==> config.mk <==
export PLATFORM = sky130hd
export DESIGN_NAME = mcd_decode
export DESIGN_NICKNAME = d
export VERILOG_FILES = /design/src/common/mcd_pkg.sv /design/src/design/mcd_alu.sv /design/src/design/mcd_decode.sv
export VERILOG_INCLUDE_DIRS = /design/src /design/src/common
export SDC_FILE = /design/constraint.sdc
export NUM_CORES = 1
export LEC_CHECK = 0
export BUFFER_PORTS_ARGS = -buffer_cell sky130_fd_sc_hd__buf_2
export CORE_ASPECT_RATIO = 0.9
export CORE_UTILIZATION = 50
export CTS_CLUSTER_DIAMETER = 120
export DETAILED_ROUTE_END_ITERATION = 10
export GPL_TIMING_DRIVEN = 0
export PLACE_DENSITY_LB_ADDON = 0.05
export SYNTH_ARGS = -nofsm -noshare
export SYNTH_HDL_FRONTEND = slang
export SYNTH_SLANG_ARGS = --single-unit
==> constraint.sdc <==
create_clock -name clk -period 7.1 [get_ports clk]
set_input_delay 1.065 -clock clk [delete_from_list [all_inputs] [get_ports clk]]
set_output_delay 1.065 -clock clk [all_outputs]
set_load 0.01 [all_outputs]
==> src/common/mcd_map.svh <==
// Opcodes, field positions, reset values and constants of the decoder
`ifndef MCD_MAP_SVH
`define MCD_MAP_SVH
// ==========================================================
// Field positions inside the 14-bit instruction word; MCD_F_MSB is bit 15 of a data address
`define MCD_F_OP6     13:8
`define MCD_F_OP7     13:7
`define MCD_F_OP11    13:3
`define MCD_F_LIT8    7:0
`define MCD_F_LIT6    5:0
`define MCD_F_NSEL_K  6
`define MCD_F_NSEL_M  2
`define MCD_F_MM      1:0
`define MCD_F_MM_POST 1
`define MCD_F_MM_DEC  0
`define MCD_F_DBIT    7
`define MCD_F_FADDR   6:0
`define MCD_F_FPORT   6:1
`define MCD_F_FSEL    0
`define MCD_F_PORT_DIRECTION_REGISTER    2:0
`define MCD_F_MSB     15
// ==========================================================
// Full opcodes
`define MCD_OP_BRW    14'h000B
`define MCD_OP_CALL_VIA_ACCUM  14'h000A
`define MCD_OP_INTERRUPT_RETURN 14'h0009
`define MCD_OP_RETURN 14'h0008
`define MCD_OP_KICK   14'h0064
`define MCD_OP_OPTION 14'h0062
`define MCD_OP_RESET  14'h0001
`define MCD_OP_SLEEP  14'h0063
// ==========================================================
// Opcode prefixes
`define MCD_PX_RETURN_WITH_LITERAL  6'h34
`define MCD_PX_AND_LITERAL  6'h39
`define MCD_PX_ADD_LITERAL  6'h3E
`define MCD_PX_AND_ACCUM_FILE  6'h05
`define MCD_PX_POINTER_ADD_LITERAL 7'h62
`define MCD_PX_LDIDX  7'h7E
`define MCD_PX_STIDX  7'h7F
`define MCD_PX_LDMOD  11'h002
`define MCD_PX_STMOD  11'h003
`define MCD_PX_PORT_DIRECTION_REGISTER   11'h00C
`define MCD_PORT_IND  6'h00
// ==========================================================
// Reset values and small constants
`define MCD_PC_RST    15'h0000
`define MCD_W_RST     8'h00
`define MCD_PTR_RST   16'h0000
`define MCD_SP_RST    4'h0
`define MCD_SP_ONE    4'h1
`define MCD_BYTE_RST  8'h00
`define MCD_PC_ONE    15'h0001
`define MCD_K_INC     6'h01
`define MCD_K_DEC     6'h3F
`define MCD_BANK_PAD  4'h0
`define MCD_STACK_N   16
`endif

==> src/common/mcd_pkg.sv <==
// Types shared by the decoder modules
`default_nettype none
package mcd_pkg;
  // ==========================================================
  // Execution sequencer states
  typedef enum logic [1:0] {MCD_EXEC, MCD_FLUSH, MCD_EXTRA} mcd_state_t;
  // ALU operation select
  typedef enum logic {MCD_ALU_AND, MCD_ALU_ADD} mcd_alu_op_t;
  // Deferred data access kind
  typedef enum logic [1:0] {MCD_PD_LOAD, MCD_PD_STORE, MCD_PD_AND_W, MCD_PD_AND_F} mcd_pend_t;
endpackage
`default_nettype wire

==> src/design/mcd_alu.sv <==
// Byte ALU for AND and add with status flags
`default_nettype none
`include "mcd_map.svh"
module mcd_alu (
  input  wire logic [7:0]          a,
  input  wire logic [7:0]          b,
  input  wire mcd_pkg::mcd_alu_op_t op,
  output logic      [7:0]          result,
  output logic                     carry,
  output logic                     half_carry,
  output logic                     zero
);
  logic [8:0] sum;
  logic [4:0] low_sum;

  // ==========================================================
  // Add and AND datapaths
  assign sum     = {1'b0, a} + {1'b0, b};
  assign low_sum = {1'b0, a[3:0]} + {1'b0, b[3:0]};
  assign result  = (op == mcd_pkg::MCD_ALU_ADD) ? sum[7:0] : (a & b);
  assign carry      = sum[8];
  assign half_carry = low_sum[4];
  assign zero       = (result == `MCD_BYTE_RST);
endmodule
`default_nettype wire

==> src/design/mcd_decode.sv <==
// Instruction decoder and executor for control, pointer and literal ops
`default_nettype none
`include "mcd_map.svh"
module mcd_decode (
  input  wire logic        clk,
  input  wire logic        rst_n,
  output logic [14:0]      prog_addr,
  input  wire logic [13:0] instr_word,
  input  wire logic [6:0]  pclath_in,
  input  wire logic [4:0]  bank_in,
  output logic [15:0]      data_addr,
  output logic             data_rd_en,
  output logic             data_wr_en,
  output logic [7:0]       data_wdata,
  input  wire logic [7:0]  data_rdata,
  output logic [7:0]       accum,
  output logic [15:0]      pointer0,
  output logic [15:0]      pointer1,
  output logic             carry_flag,
  output logic             half_carry_flag,
  output logic             zero_flag,
  output logic             watchdog_expiry_flag,
  output logic             low_power_entry_flag,
  output logic [7:0]       option_value,
  output logic             dir_wr,
  output logic [2:0]       dir_sel,
  output logic [7:0]       dir_value,
  output logic             watchdog_clear,
  output logic             soft_reset,
  output logic             sleep_entry,
  output logic             interrupt_return
);
  // ==========================================================
  // State
  mcd_pkg::mcd_state_t  state_reg, state_next;
  mcd_pkg::mcd_pend_t   pend_reg, pend_next;
  logic [14:0]          pc_reg, pc_next;
  logic [7:0]           w_reg, w_next;
  logic [15:0]          ptr_reg [0:1];
  logic [15:0]          ptr_next [0:1];
  logic [14:0]          stack_reg [0:`MCD_STACK_N-1];
  logic [3:0]           sp_reg;
  logic                 push, pop;
  logic [15:0]          pend_addr_reg, pend_addr_next;
  logic                 c_reg, c_next, dc_reg, dc_next, z_reg, z_next;
  logic                 to_reg, to_next, pd_reg, pd_next;
  logic [7:0]           opt_reg;
  logic                 opt_wr;
  logic                 dir_wr_reg, dir_wr_next;
  logic [2:0]           dir_sel_reg;
  logic [7:0]           dir_val_reg;
  logic                 kick_reg, kick_next, rst_reg, rst_next;
  logic                 slp_reg, slp_next, iret_reg, iret_next;
  logic [7:0]           alu_b, alu_res;
  mcd_pkg::mcd_alu_op_t alu_op;
  logic                 alu_c, alu_dc, alu_z;
  logic [13:0]          ir;
  logic [15:0]          ea;
  logic                 n_sel;

  // Pointer plus signed 6-bit literal, wrapping in 16 bits
  function automatic logic [15:0] ptr_ofs(input logic [15:0] p, input logic [5:0] k);
    ptr_ofs = p + {{10{k[5]}}, k};
  endfunction

  // Start a data access; pointer MSB set defers it one cycle
  function automatic logic needs_extra(input logic [15:0] a, input logic via_ptr);
    needs_extra = via_ptr & a[`MCD_F_MSB];
  endfunction

  // ==========================================================
  // Shared ALU
  mcd_alu u_alu (
    .a          (w_reg),
    .b          (alu_b),
    .op         (alu_op),
    .result     (alu_res),
    .carry      (alu_c),
    .half_carry (alu_dc),
    .zero       (alu_z)
  );

  assign ir = instr_word;

  // ==========================================================
  // Decode and next-state logic
  always_comb
  begin
    state_next     = mcd_pkg::MCD_EXEC;
    pend_next      = pend_reg;
    pend_addr_next = pend_addr_reg;
    pc_next        = pc_reg + `MCD_PC_ONE;
    w_next         = w_reg;
    ptr_next[0]    = ptr_reg[0];
    ptr_next[1]    = ptr_reg[1];
    push           = 1'b0;
    pop            = 1'b0;
    c_next         = c_reg;
    dc_next        = dc_reg;
    z_next         = z_reg;
    to_next        = to_reg;
    pd_next        = pd_reg;
    opt_wr         = 1'b0;
    dir_wr_next    = 1'b0;
    kick_next      = 1'b0;
    rst_next       = 1'b0;
    slp_next       = 1'b0;
    iret_next      = 1'b0;
    alu_b          = data_rdata;
    alu_op         = mcd_pkg::MCD_ALU_AND;
    data_addr      = pend_addr_reg;
    data_rd_en     = 1'b0;
    data_wr_en     = 1'b0;
    data_wdata     = w_reg;
    ea             = `MCD_PTR_RST;
    n_sel          = 1'b0;
    case (state_reg)
      mcd_pkg::MCD_FLUSH:
      begin
        // Second cycle of a PC change runs as a no-op
        pc_next = pc_reg;
      end
      mcd_pkg::MCD_EXTRA:
      begin
        // Deferred access through a high pointer completes here
        data_rd_en = (pend_reg != mcd_pkg::MCD_PD_STORE);
        data_wr_en = (pend_reg == mcd_pkg::MCD_PD_STORE);
        case (pend_reg)
          mcd_pkg::MCD_PD_LOAD:
          begin
            w_next = data_rdata;
            z_next = (data_rdata == `MCD_BYTE_RST);
          end
          mcd_pkg::MCD_PD_AND_W:
          begin
            w_next = alu_res;
            z_next = alu_z;
          end
          mcd_pkg::MCD_PD_AND_F:
          begin
            data_wr_en = 1'b1;
            data_wdata = alu_res;
            z_next     = alu_z;
          end
          default:
          begin
            data_wdata = w_reg;
          end
        endcase
      end
      default:
      begin
        if (ir == `MCD_OP_BRW)
        begin
          pc_next    = pc_reg + `MCD_PC_ONE + {7'h00, w_reg};
          state_next = mcd_pkg::MCD_FLUSH;
        end
        else if (ir == `MCD_OP_CALL_VIA_ACCUM)
        begin
          push       = 1'b1;
          pc_next    = {pclath_in, w_reg};
          state_next = mcd_pkg::MCD_FLUSH;
        end
        else if (ir == `MCD_OP_INTERRUPT_RETURN)
        begin
          pop        = 1'b1;
          iret_next  = 1'b1;
          pc_next    = stack_reg[sp_reg - `MCD_SP_ONE];
          state_next = mcd_pkg::MCD_FLUSH;
        end
        else if (ir == `MCD_OP_RETURN)
        begin
          pop        = 1'b1;
          pc_next    = stack_reg[sp_reg - `MCD_SP_ONE];
          state_next = mcd_pkg::MCD_FLUSH;
        end
        else if (ir[`MCD_F_OP6] == `MCD_PX_RETURN_WITH_LITERAL)
        begin
          pop        = 1'b1;
          w_next     = ir[`MCD_F_LIT8];
          pc_next    = stack_reg[sp_reg - `MCD_SP_ONE];
          state_next = mcd_pkg::MCD_FLUSH;
        end
        else if (ir == `MCD_OP_KICK)
        begin
          kick_next = 1'b1;
          to_next   = 1'b1;
          pd_next   = 1'b1;
        end
        else if (ir == `MCD_OP_OPTION)
          opt_wr = 1'b1;
        else if (ir == `MCD_OP_RESET)
          rst_next = 1'b1;
        else if (ir == `MCD_OP_SLEEP)
        begin
          slp_next  = 1'b1;
          kick_next = 1'b1;
          to_next   = 1'b1;
          pd_next   = 1'b0;
        end
        else if (ir[`MCD_F_OP11] == `MCD_PX_PORT_DIRECTION_REGISTER)
          dir_wr_next = 1'b1;
        else if (ir[`MCD_F_OP7] == `MCD_PX_POINTER_ADD_LITERAL)
        begin
          n_sel           = ir[`MCD_F_NSEL_K];
          ptr_next[n_sel] = ptr_ofs(ptr_reg[n_sel], ir[`MCD_F_LIT6]);
        end
        else if (ir[`MCD_F_OP11] == `MCD_PX_LDMOD || ir[`MCD_F_OP11] == `MCD_PX_STMOD)
        begin
          // Pre-modify uses the new pointer, post-modify the old one
          n_sel           = ir[`MCD_F_NSEL_M];
          ptr_next[n_sel] = ptr_ofs(ptr_reg[n_sel], ir[`MCD_F_MM_DEC] ? `MCD_K_DEC : `MCD_K_INC);
          ea              = ir[`MCD_F_MM_POST] ? ptr_reg[n_sel] : ptr_next[n_sel];
          pend_next       = (ir[`MCD_F_OP11] == `MCD_PX_LDMOD) ? mcd_pkg::MCD_PD_LOAD : mcd_pkg::MCD_PD_STORE;
        end
        else if (ir[`MCD_F_OP7] == `MCD_PX_LDIDX || ir[`MCD_F_OP7] == `MCD_PX_STIDX)
        begin
          n_sel     = ir[`MCD_F_NSEL_K];
          ea        = ptr_ofs(ptr_reg[n_sel], ir[`MCD_F_LIT6]);
          pend_next = (ir[`MCD_F_OP7] == `MCD_PX_LDIDX) ? mcd_pkg::MCD_PD_LOAD : mcd_pkg::MCD_PD_STORE;
        end
        else if (ir[`MCD_F_OP6] == `MCD_PX_AND_LITERAL)
        begin
          alu_b  = ir[`MCD_F_LIT8];
          w_next = alu_res;
          z_next = alu_z;
        end
        else if (ir[`MCD_F_OP6] == `MCD_PX_ADD_LITERAL)
        begin
          alu_b   = ir[`MCD_F_LIT8];
          alu_op  = mcd_pkg::MCD_ALU_ADD;
          w_next  = alu_res;
          c_next  = alu_c;
          dc_next = alu_dc;
          z_next  = alu_z;
        end
        else if (ir[`MCD_F_OP6] == `MCD_PX_AND_ACCUM_FILE)
        begin
          // Addresses 0 and 1 are the indirect data ports
          if (ir[`MCD_F_FPORT] == `MCD_PORT_IND)
            ea = ptr_reg[ir[`MCD_F_FSEL]];
          else
            ea = {`MCD_BANK_PAD, bank_in, ir[`MCD_F_FADDR]};
          pend_next = ir[`MCD_F_DBIT] ? mcd_pkg::MCD_PD_AND_F : mcd_pkg::MCD_PD_AND_W;
        end
        // Common data access for pointer and file operations
        if (ir[`MCD_F_OP11] == `MCD_PX_LDMOD || ir[`MCD_F_OP11] == `MCD_PX_STMOD
            || ir[`MCD_F_OP7] == `MCD_PX_LDIDX || ir[`MCD_F_OP7] == `MCD_PX_STIDX
            || ir[`MCD_F_OP6] == `MCD_PX_AND_ACCUM_FILE)
        begin
          pend_addr_next = ea;
          data_addr      = ea;
          if (needs_extra(ea, ir[`MCD_F_OP6] != `MCD_PX_AND_ACCUM_FILE || ir[`MCD_F_FPORT] == `MCD_PORT_IND))
          begin
            pc_next    = pc_reg;
            state_next = mcd_pkg::MCD_EXTRA;
          end
          else
          begin
            data_rd_en = (pend_next != mcd_pkg::MCD_PD_STORE);
            data_wr_en = (pend_next == mcd_pkg::MCD_PD_STORE) || (pend_next == mcd_pkg::MCD_PD_AND_F);
            data_wdata = (pend_next == mcd_pkg::MCD_PD_STORE) ? w_reg : alu_res;
            if (pend_next == mcd_pkg::MCD_PD_LOAD)
            begin
              w_next = data_rdata;
              z_next = (data_rdata == `MCD_BYTE_RST);
            end
            else if (pend_next != mcd_pkg::MCD_PD_STORE)
            begin
              z_next = alu_z;
              if (pend_next == mcd_pkg::MCD_PD_AND_W)
                w_next = alu_res;
            end
          end
        end
      end
    endcase
  end

  // ==========================================================
  // Sequencer, program counter and pending access
  always_ff @(posedge clk or negedge rst_n)
  begin
    if (!rst_n)
    begin
      state_reg     <= mcd_pkg::MCD_EXEC;
      pend_reg      <= mcd_pkg::MCD_PD_LOAD;
      pend_addr_reg <= `MCD_PTR_RST;
      pc_reg        <= `MCD_PC_RST;
    end
    else
    begin
      state_reg     <= state_next;
      pend_reg      <= pend_next;
      pend_addr_reg <= pend_addr_next;
      pc_reg        <= pc_next;
    end
  end

  // Return stack, wraps on over- and underflow
  always_ff @(posedge clk or negedge rst_n)
  begin
    if (!rst_n)
      sp_reg <= `MCD_SP_RST;
    else if (push)
    begin
      stack_reg[sp_reg] <= pc_reg + `MCD_PC_ONE;
      sp_reg            <= sp_reg + `MCD_SP_ONE;
    end
    else if (pop)
      sp_reg <= sp_reg - `MCD_SP_ONE;
  end

  // Accumulator, pointers and status flags
  always_ff @(posedge clk or negedge rst_n)
  begin
    if (!rst_n)
    begin
      w_reg      <= `MCD_W_RST;
      ptr_reg[0] <= `MCD_PTR_RST;
      ptr_reg[1] <= `MCD_PTR_RST;
      c_reg      <= 1'b0;
      dc_reg     <= 1'b0;
      z_reg      <= 1'b0;
      to_reg     <= 1'b1;
      pd_reg     <= 1'b1;
    end
    else
    begin
      w_reg      <= w_next;
      ptr_reg[0] <= ptr_next[0];
      ptr_reg[1] <= ptr_next[1];
      c_reg      <= c_next;
      dc_reg     <= dc_next;
      z_reg      <= z_next;
      to_reg     <= to_next;
      pd_reg     <= pd_next;
    end
  end

  // Option and direction register loads
  always_ff @(posedge clk or negedge rst_n)
  begin
    if (!rst_n)
    begin
      opt_reg     <= `MCD_BYTE_RST;
      dir_wr_reg  <= 1'b0;
      dir_sel_reg <= 3'h0;
      dir_val_reg <= `MCD_BYTE_RST;
    end
    else
    begin
      dir_wr_reg <= dir_wr_next;
      if (opt_wr)
        opt_reg <= w_reg;
      if (dir_wr_next)
      begin
        dir_sel_reg <= ir[`MCD_F_PORT_DIRECTION_REGISTER];
        dir_val_reg <= w_reg;
      end
    end
  end

  // One-cycle event pulses
  always_ff @(posedge clk or negedge rst_n)
  begin
    if (!rst_n)
    begin
      kick_reg <= 1'b0;
      rst_reg  <= 1'b0;
      slp_reg  <= 1'b0;
      iret_reg <= 1'b0;
    end
    else
    begin
      kick_reg <= kick_next;
      rst_reg  <= rst_next;
      slp_reg  <= slp_next;
      iret_reg <= iret_next;
    end
  end

  // ==========================================================
  // Outputs
  assign prog_addr            = pc_reg;
  assign accum                = w_reg;
  assign pointer0             = ptr_reg[0];
  assign pointer1             = ptr_reg[1];
  assign carry_flag           = c_reg;
  assign half_carry_flag      = dc_reg;
  assign zero_flag            = z_reg;
  assign watchdog_expiry_flag = to_reg;
  assign low_power_entry_flag = pd_reg;
  assign option_value         = opt_reg;
  assign dir_wr               = dir_wr_reg;
  assign dir_sel              = dir_sel_reg;
  assign dir_value            = dir_val_reg;
  assign watchdog_clear       = kick_reg;
  assign soft_reset           = rst_reg;
  assign sleep_entry          = slp_reg;
  assign interrupt_return     = iret_reg;
endmodule
`default_nettype wire

==> reports/qor.csv, run 1 <==
metric;value;unit
max-slew violations;0;
CP max stage delay;0.77;ns
clk sinks;347;
crit start category;primary input;
Placed Area;0.02088;mm²
drt pass-1 iters;6;
Max Clock Skew;0.01306;ns
top area cells in the synthesized netlist;edfxtp_1, dfrtp_1, mux4_2;
vias per cell;6.403;
RePlAce Congestion;0.9503;
vias in the first global route;14250;
# setup viols final;0;
Overflow after GRT;0;
nets;1897;
reg-to-reg endpoint;prog_addr[5]$_DFFE_PN0P_;
Layout area overhead;15.34;%
Critical R2R Launch;sp_reg[0]$_DFFE_PN0P_;
Core Region;0.03756;mm²
hold path cells;2;
Post-Syn Area;0.01921;mm²
Critical path buffers and inverters;6;
run status;completed;
IO Count;146;
Seq/Total Area, Yosys;51.47;%
CP Class;in -> out;
Crit. End Element;output pin;
post-route ant nets;0;
Worst-Skew Late Latency;0.55;ns
total number of vias;14820;
final antenna diode count;0;
post-CTS setup buffers;0;
fillers;3111;
Hold Crit Class;reg -> reg;
synth unique cells;94;
setup slack, reg-to-reg;1.52;ns
maximum clock path buffer count;3;
Net Count, Synth;1698;
WL/cell;25.94;µm
max reg flops;240;
Clock H-tree levels;2;
Max Cap Viol;0;
Post-synth ARST share;30.84;%
PD cells;346.3;mW/mm²
Rows;67;
critical hold path startpoint;dir_value[3]$_DFFE_PN0P_;
Die Y;187.9;µm
total track usage;30.86;%
Synth top area share;37.52;%
synthesized flop and latch total;347;
Slew HR;12.67;%
Worst VDD drop;339.0;µV
CP Max Fanout;17;
non-filler instance count after layout;2314;
most frequent cell after synthesis;edfxtp_1;
CP Cell Sequence;buf_2, clkbuf_1, clkbuf_2, clkbuf_1, mux2_2, ha_1, inv_1, fa_1, nor2b_1, o21ai_0, nor3b_1, o31ai_1, a31oi_1, o31ai_1, buf_2;
Clock transition at path regs;0.06;ns
worst-margin pin slew;1.306;ns
post-route cell area;0.02215;mm²
Final HPWL DP;44540;µm
Post-Synthesis Cells;1603;
Iter 0 DRT Violations;1535;
Leakage;0.008618;µW
worst reg2reg path depth;14;
Critical Path AT;5.88;ns
Crit path max-delay family;buffers and inverters;
most used flip-flop cell after synthesis;edfxtp_1;
DP Cell Count;2245;
final routed DRC violation total;0;
Hold Path Sink;dir_value[3]$_DFFE_PN0P_;
yosys warns;0;
RSZ-0062 raised after global routing;no;
Post-synth top cells;edfxtp_1, nand2_1, o21ai_0, dfrtp_1, a21oi_1;
global-route wire length before repair;90360;µm
TritonCTS buffer count;38;
initial antenna violation count;0;
Die ar.;0.03920;mm²
post-synth top area cell;edfxtp_1;
Req. time, crit path;6.03;ns
drt total wl;60030;µm
slowest library cell on the worst path;o31ai_1;
CP startpoint;instr_word[0];
final hold viol count;0;
CTS tree;done;
root buffer cell;clkbuf_16;
period utilization;97.82;%
Port Buf Inserts;141;
syn_area_per_cell;11.98;µm²
EDFF count, synth;240;
initial core utilization;51.14;%
largest net degree at the start of global routing;62;
ratio of cells with drive above 1 in the final layout;23.48;%
Fmax achieved;144.0;MHz
width of the die;208.6;µm
Min Clock Period, post-route;6.945;ns
==> worst reg2reg max path, stage by stage (launching register included) <==
cell and delay, ns:
dfrtp_1 0.38, buf_2 0.35, buf_2 0.41, buf_2 0.46, inv_1 0.17, ha_1 0.30, clkbuf_1 0.55, clkbuf_1 0.58
clkbuf_1 0.66, mux4_2 0.41, mux2i_1 0.27, a21oi_1 0.23, a22oi_1 0.32, o32ai_1 0.14, a22o_1 0.22
==> per-layer routing <==
layer  track usage (%)  vias to the layer above  share of wire (%)
met5                 0                        -                  0
met4             10.46                        0                3.3
met3             3.902                      117                6.7
met2             49.14                      658                 46
met1             43.92                     7397                 44
li1                  -                     6645                  -
==> how the worst max path moves through the flow <==
stage | endpoint | slack, ns | cells after the start
after floorplan | data_wdata[6] | 1.23 | 18
after global placement | data_addr[12] | -0.17 | 15
after detailed placement | data_addr[12] | -0.17 | 15
after CTS | data_wdata[6] | 0.01 | 17
after global routing | data_wdata[4] | 0.05 | 15
final | data_wdata[4] | 0.16 | 15
==> logic make-up (layout without fill, tap and decap cells) <==
| family | count (synthesis) | after routing | synth area share, % |
|---|---|---|---|
| mux | 163 | 163 | 13.32 |
| flops | 347 | 347 | 51.47 |
| xor+xnor | 49 | 49 | 2.234 |
| fa+ha+maj | 59 | 59 | 4.000 |
| other cells | 1 | 1 | 0.01952 |
| buf+inv | 127 | 355 | 2.736 |
| compound gates | 444 | 444 | 15.48 |
| simple gates | 413 | 413 | 10.74 |
==> per-stage QoR <==
stage	hold WS (ns)	util, %	TNS, ns	power [µW]	worst slack [ns]
2_1_floorplan	0.5048	-	0	4672	1.229
3_3_place_gp	0.4483	54.63	-0.2909	5618	-0.1682
3_5_place_dp	0.4538	55.59	-0.2311	5695	-0.1744
4_1_cts	0.4681	58.90	0	7679	0.01140
5_1_grt	0.4970	58.99	0	8019	0.04960
6_report	0.4608	58.99	0	7673	0.1551
==> cell usage in the layout (no fill, tap or decap), drive strengths merged, types with 14 or more instances in the layout <==
cell / netlist / routed
mux2: 61 / 61
xnor2: 34 / 34
a21o: 18 / 18
buf: 28 / 186
a211oi: 22 / 22
o221ai: 15 / 15
nor4: 17 / 17
a22oi: 33 / 33
o211ai: 14 / 14
a21oi: 88 / 88
and3: 14 / 14
o21ai: 115 / 115
nor2b: 20 / 20
a31oi: 18 / 18
nor3: 27 / 27
xor2: 15 / 15
nand2: 147 / 147
dfrtp: 106 / 106
ha: 55 / 55
clkinv: 2 / 22
o31ai: 17 / 17
inv: 35 / 37
nor2: 83 / 83
edfxtp: 240 / 240
nand3: 27 / 27
clkbuf: 62 / 104
mux2i: 34 / 34
mux4: 68 / 68
==> layout make-up <==
| cell class | instances | area, µm² | share of cell area [%] |
|---|---|---|---|
| clock inverter | 28 | 269.0 | 1.214 |
| inverter | 37 | 138.9 | 0.6269 |
| clock buffer | 41 | 972.2 | 4.388 |
| tap | 483 | 604.3 | 2.728 |
| buffer | 90 | 390.4 | 1.762 |
| timing repair buffer | 159 | 973.4 | 4.394 |
| multi-input combinational | 1129 | 8920 | 40.26 |
| sequential | 347 | 9886 | 44.62 |
==> timing repair <==
| action | CTS | global route |
|---|---|---|
| setup endpoints to repair | 2 | 9 |
| hold buffers | 0 | 0 |
| resized for setup | 1 | 6 |
==> report_power, final <==
group,internal [µW],total (µW),switching [µW]
Sequential,2510,2720,213
Combinational,1200,2960,1760
Clock,1150,1990,845
Total,4850,7670,2820
No activity file was read; power rests on OpenSTA's default activity.
==> inputs of run 2 (changes only) <==
Clock period 7.1 ns to 7.9 ns, I/O delays scaled along.
==> run 2 against run 1 <==
Highest routed layer unchanged. Utilization is essentially flat. Register-to-register slack gained 0.79 ns. Critical path depth is the same. Sequential power shrank 9.9%. Via count grew 0.30%. Non-clock buffer count is the same. Routed wire length grew 0.21%. Combinational power shrank 10%. Setup slack gained 0.26 ns. Final cell count is the same. Sequential share of layout area is essentially flat.
==> reports/qor.csv, run 2 (synthesis gave the netlist of run 1 again) <==
metric;value;unit
global-route wire length before repair;90360;µm
CP Max Fanout;17;
hold buffer count at cts;0;
Clock transition at path regs;0.06;ns
largest net degree at the start of global routing;62;
worst-margin pin slew;1.321;ns
root buffer cell;clkbuf_16;
Port Buf Inserts;141;
post-CTS setup buffers;0;
Layout area overhead;15.28;%
ratio of cells with drive above 1 in the final layout;23.38;%
PD cells;311.3;mW/mm²
Overflow after GRT;0;
setup TNS;0;ns
# setup viols final;0;
drt pass-1 iters;6;
max-slew violations;0;
width of the die;208.6;µm
Max Cap Viol;0;
CTS tree;done;
Hold Path Sink;dir_value[3]$_DFFE_PN0P_;
Cell Int Power;4361;µW
Fmax achieved;133.6;MHz
Worst-Skew Late Latency;0.55;ns
post-route ant nets;0;
Worst VDD drop;304.4;µV
Iter 0 DRT Violations;1492;
Placed Area;0.02088;mm²
final antenna diode count;0;
final hold viol count;0;
Req. time, crit path;6.71;ns
Crit. End Element;output pin;
worst reg2reg path depth;16;
WL/cell;25.99;µm
Die Y;187.9;µm
final routed DRC violation total;0;
IO Count;146;
vias per cell;6.422;
Max Clock Skew;0.01117;ns
logic gate share of total power;38.5;%
Hold Crit Class;reg -> reg;
Min Clock Period, post-route;7.486;ns
clk sinks;347;
fillers;3109;
clock network power share;26.0;%
Rows;67;
Core Region;0.03756;mm²
RSZ-0062 raised after global routing;no;
reg-to-reg endpoint;zero_flag$_DFFE_PN0P_;
Leakage;0.008610;µW
Critical R2R Launch;state_reg[1]$_DFF_PN0_;
Slew HR;11.62;%
Critical Path AT;6.30;ns
initial antenna violation count;0;
Final HPWL DP;44540;µm
CTS resizes;0;
commonest cells after routing, fill and taps aside;edfxtp_1, buf_2, nand2_1, o21ai_0, dfrtp_1;
nets;1897;
TritonCTS buffer count;38;
setup slack, reg-to-reg;2.31;ns
drt total wl;60150;µm
post-route cell area;0.02214;mm²
CP Class;in -> out;
Sw Pwr;2531;µW
total number of vias;14860;
initial core utilization;51.14;%
period utilization;94.76;%
total track usage;30.86;%
maximum clock path buffer count;3;
crit start category;primary input;
hold path cells;2;
Die ar.;0.03920;mm²
vias in the first global route;14250;
Sw Ratio;36.72;%
RePlAce Congestion;0.9503;
critical hold path startpoint;dir_value[3]$_DFFE_PN0P_;
Clock H-tree levels;2;
run status;completed;
max reg flops;240;
commonest non-fill, non-tap cell in the layout;edfxtp_1;
Sequential Power Share;35.5;%
==> run 2: changes by cell type in the layout (fill, tap and decap cells not counted) <==
cell,change
o311ai_0,+1
clkbuf_1,+1
buf_1,+1
o31ai_2,+1
o311ai_1,-1
clkbuf_2,-2
o31ai_4,-1
==> run 2: final cells by class <==
class	instances	area [µm²]	share of cell area, %
Timing Repair Buffer	159	973.4	4.396
Multi-Input combinational cell	1129	8911	40.24
Buffer	90	387.9	1.752
Tap cell	483	604.3	2.729
Inverter	37	138.9	0.6272
Clock inverter	28	269.0	1.215
Clock buffer	41	972.2	4.391
Sequential cell	347	9886	44.65
==> run 2: worst max-delay path by stage <==
stage,startpoint,endpoint,slack [ns],cells after the start
2_1_floorplan,instr_word[10],data_wdata[6],1.79,18
5_1_grt,instr_word[6],data_addr[12],0.29,15
6_report,instr_word[0],data_wdata[4],0.41,15
3_5_place_dp,instr_word[6],data_addr[12],0.39,15
3_3_place_gp,instr_word[6],data_addr[12],0.39,15
4_1_cts,instr_word[6],data_addr[12],0.35,15
==> run 2: power groups by stage <==
| stage | combinational [µW] | sequential [µW] | clock [µW] |
|---|---|---|---|
| after global routing | 2870 | 2460 | 1880 |
| after CTS | 2650 | 2440 | 1810 |
| final | 2660 | 2450 | 1790 |
| after floorplan | 1770 | 2430 | 0 |
| after global placement | 2580 | 2470 | 0 |
| after detailed placement | 2650 | 2470 | 0 |
==> run 2: metrics by stage <==
stage / worst slack (ns) / total power (µW) / utilization, % / hold WS, ns / instances
2_1_floorplan: 1.789 / 4199 / - / 0.5048 / 1603
3_3_place_gp: 0.3918 / 5049 / 54.63 / 0.4483 / 2227
3_5_place_dp: 0.3856 / 5119 / 55.59 / 0.4538 / 2245
4_1_cts: 0.3525 / 6902 / 58.90 / 0.4681 / 2314
5_1_grt: 0.2887 / 7206 / 58.96 / 0.4970 / 2314
6_report: 0.4140 / 6892 / 58.96 / 0.4609 / 2314
==> run 2: worst max-delay path, stage by stage <==
cell,delay (ns)
buf_2,0.40
clkbuf_1,0.46
clkbuf_1,0.78
clkbuf_1,0.66
mux2_2,0.31
ha_1,0.19
inv_1,0.07
fa_1,0.43
nor2b_1,0.17
o21ai_0,0.13
nor3b_1,0.19
o31ai_1,0.77
a31oi_1,0.11
o31ai_1,0.24
buf_2,0.17
==> run 2: routing by layer <==
layer | routed length [µm] | track usage [%] | up-vias
met4 | 1947 | 10.46 | 0
met5 | 0 | 0 | -
met1 | 26540 | 43.92 | 7446
li1 | - | - | 6649
met2 | 28020 | 49.14 | 657
met3 | 3648 | 3.902 | 109
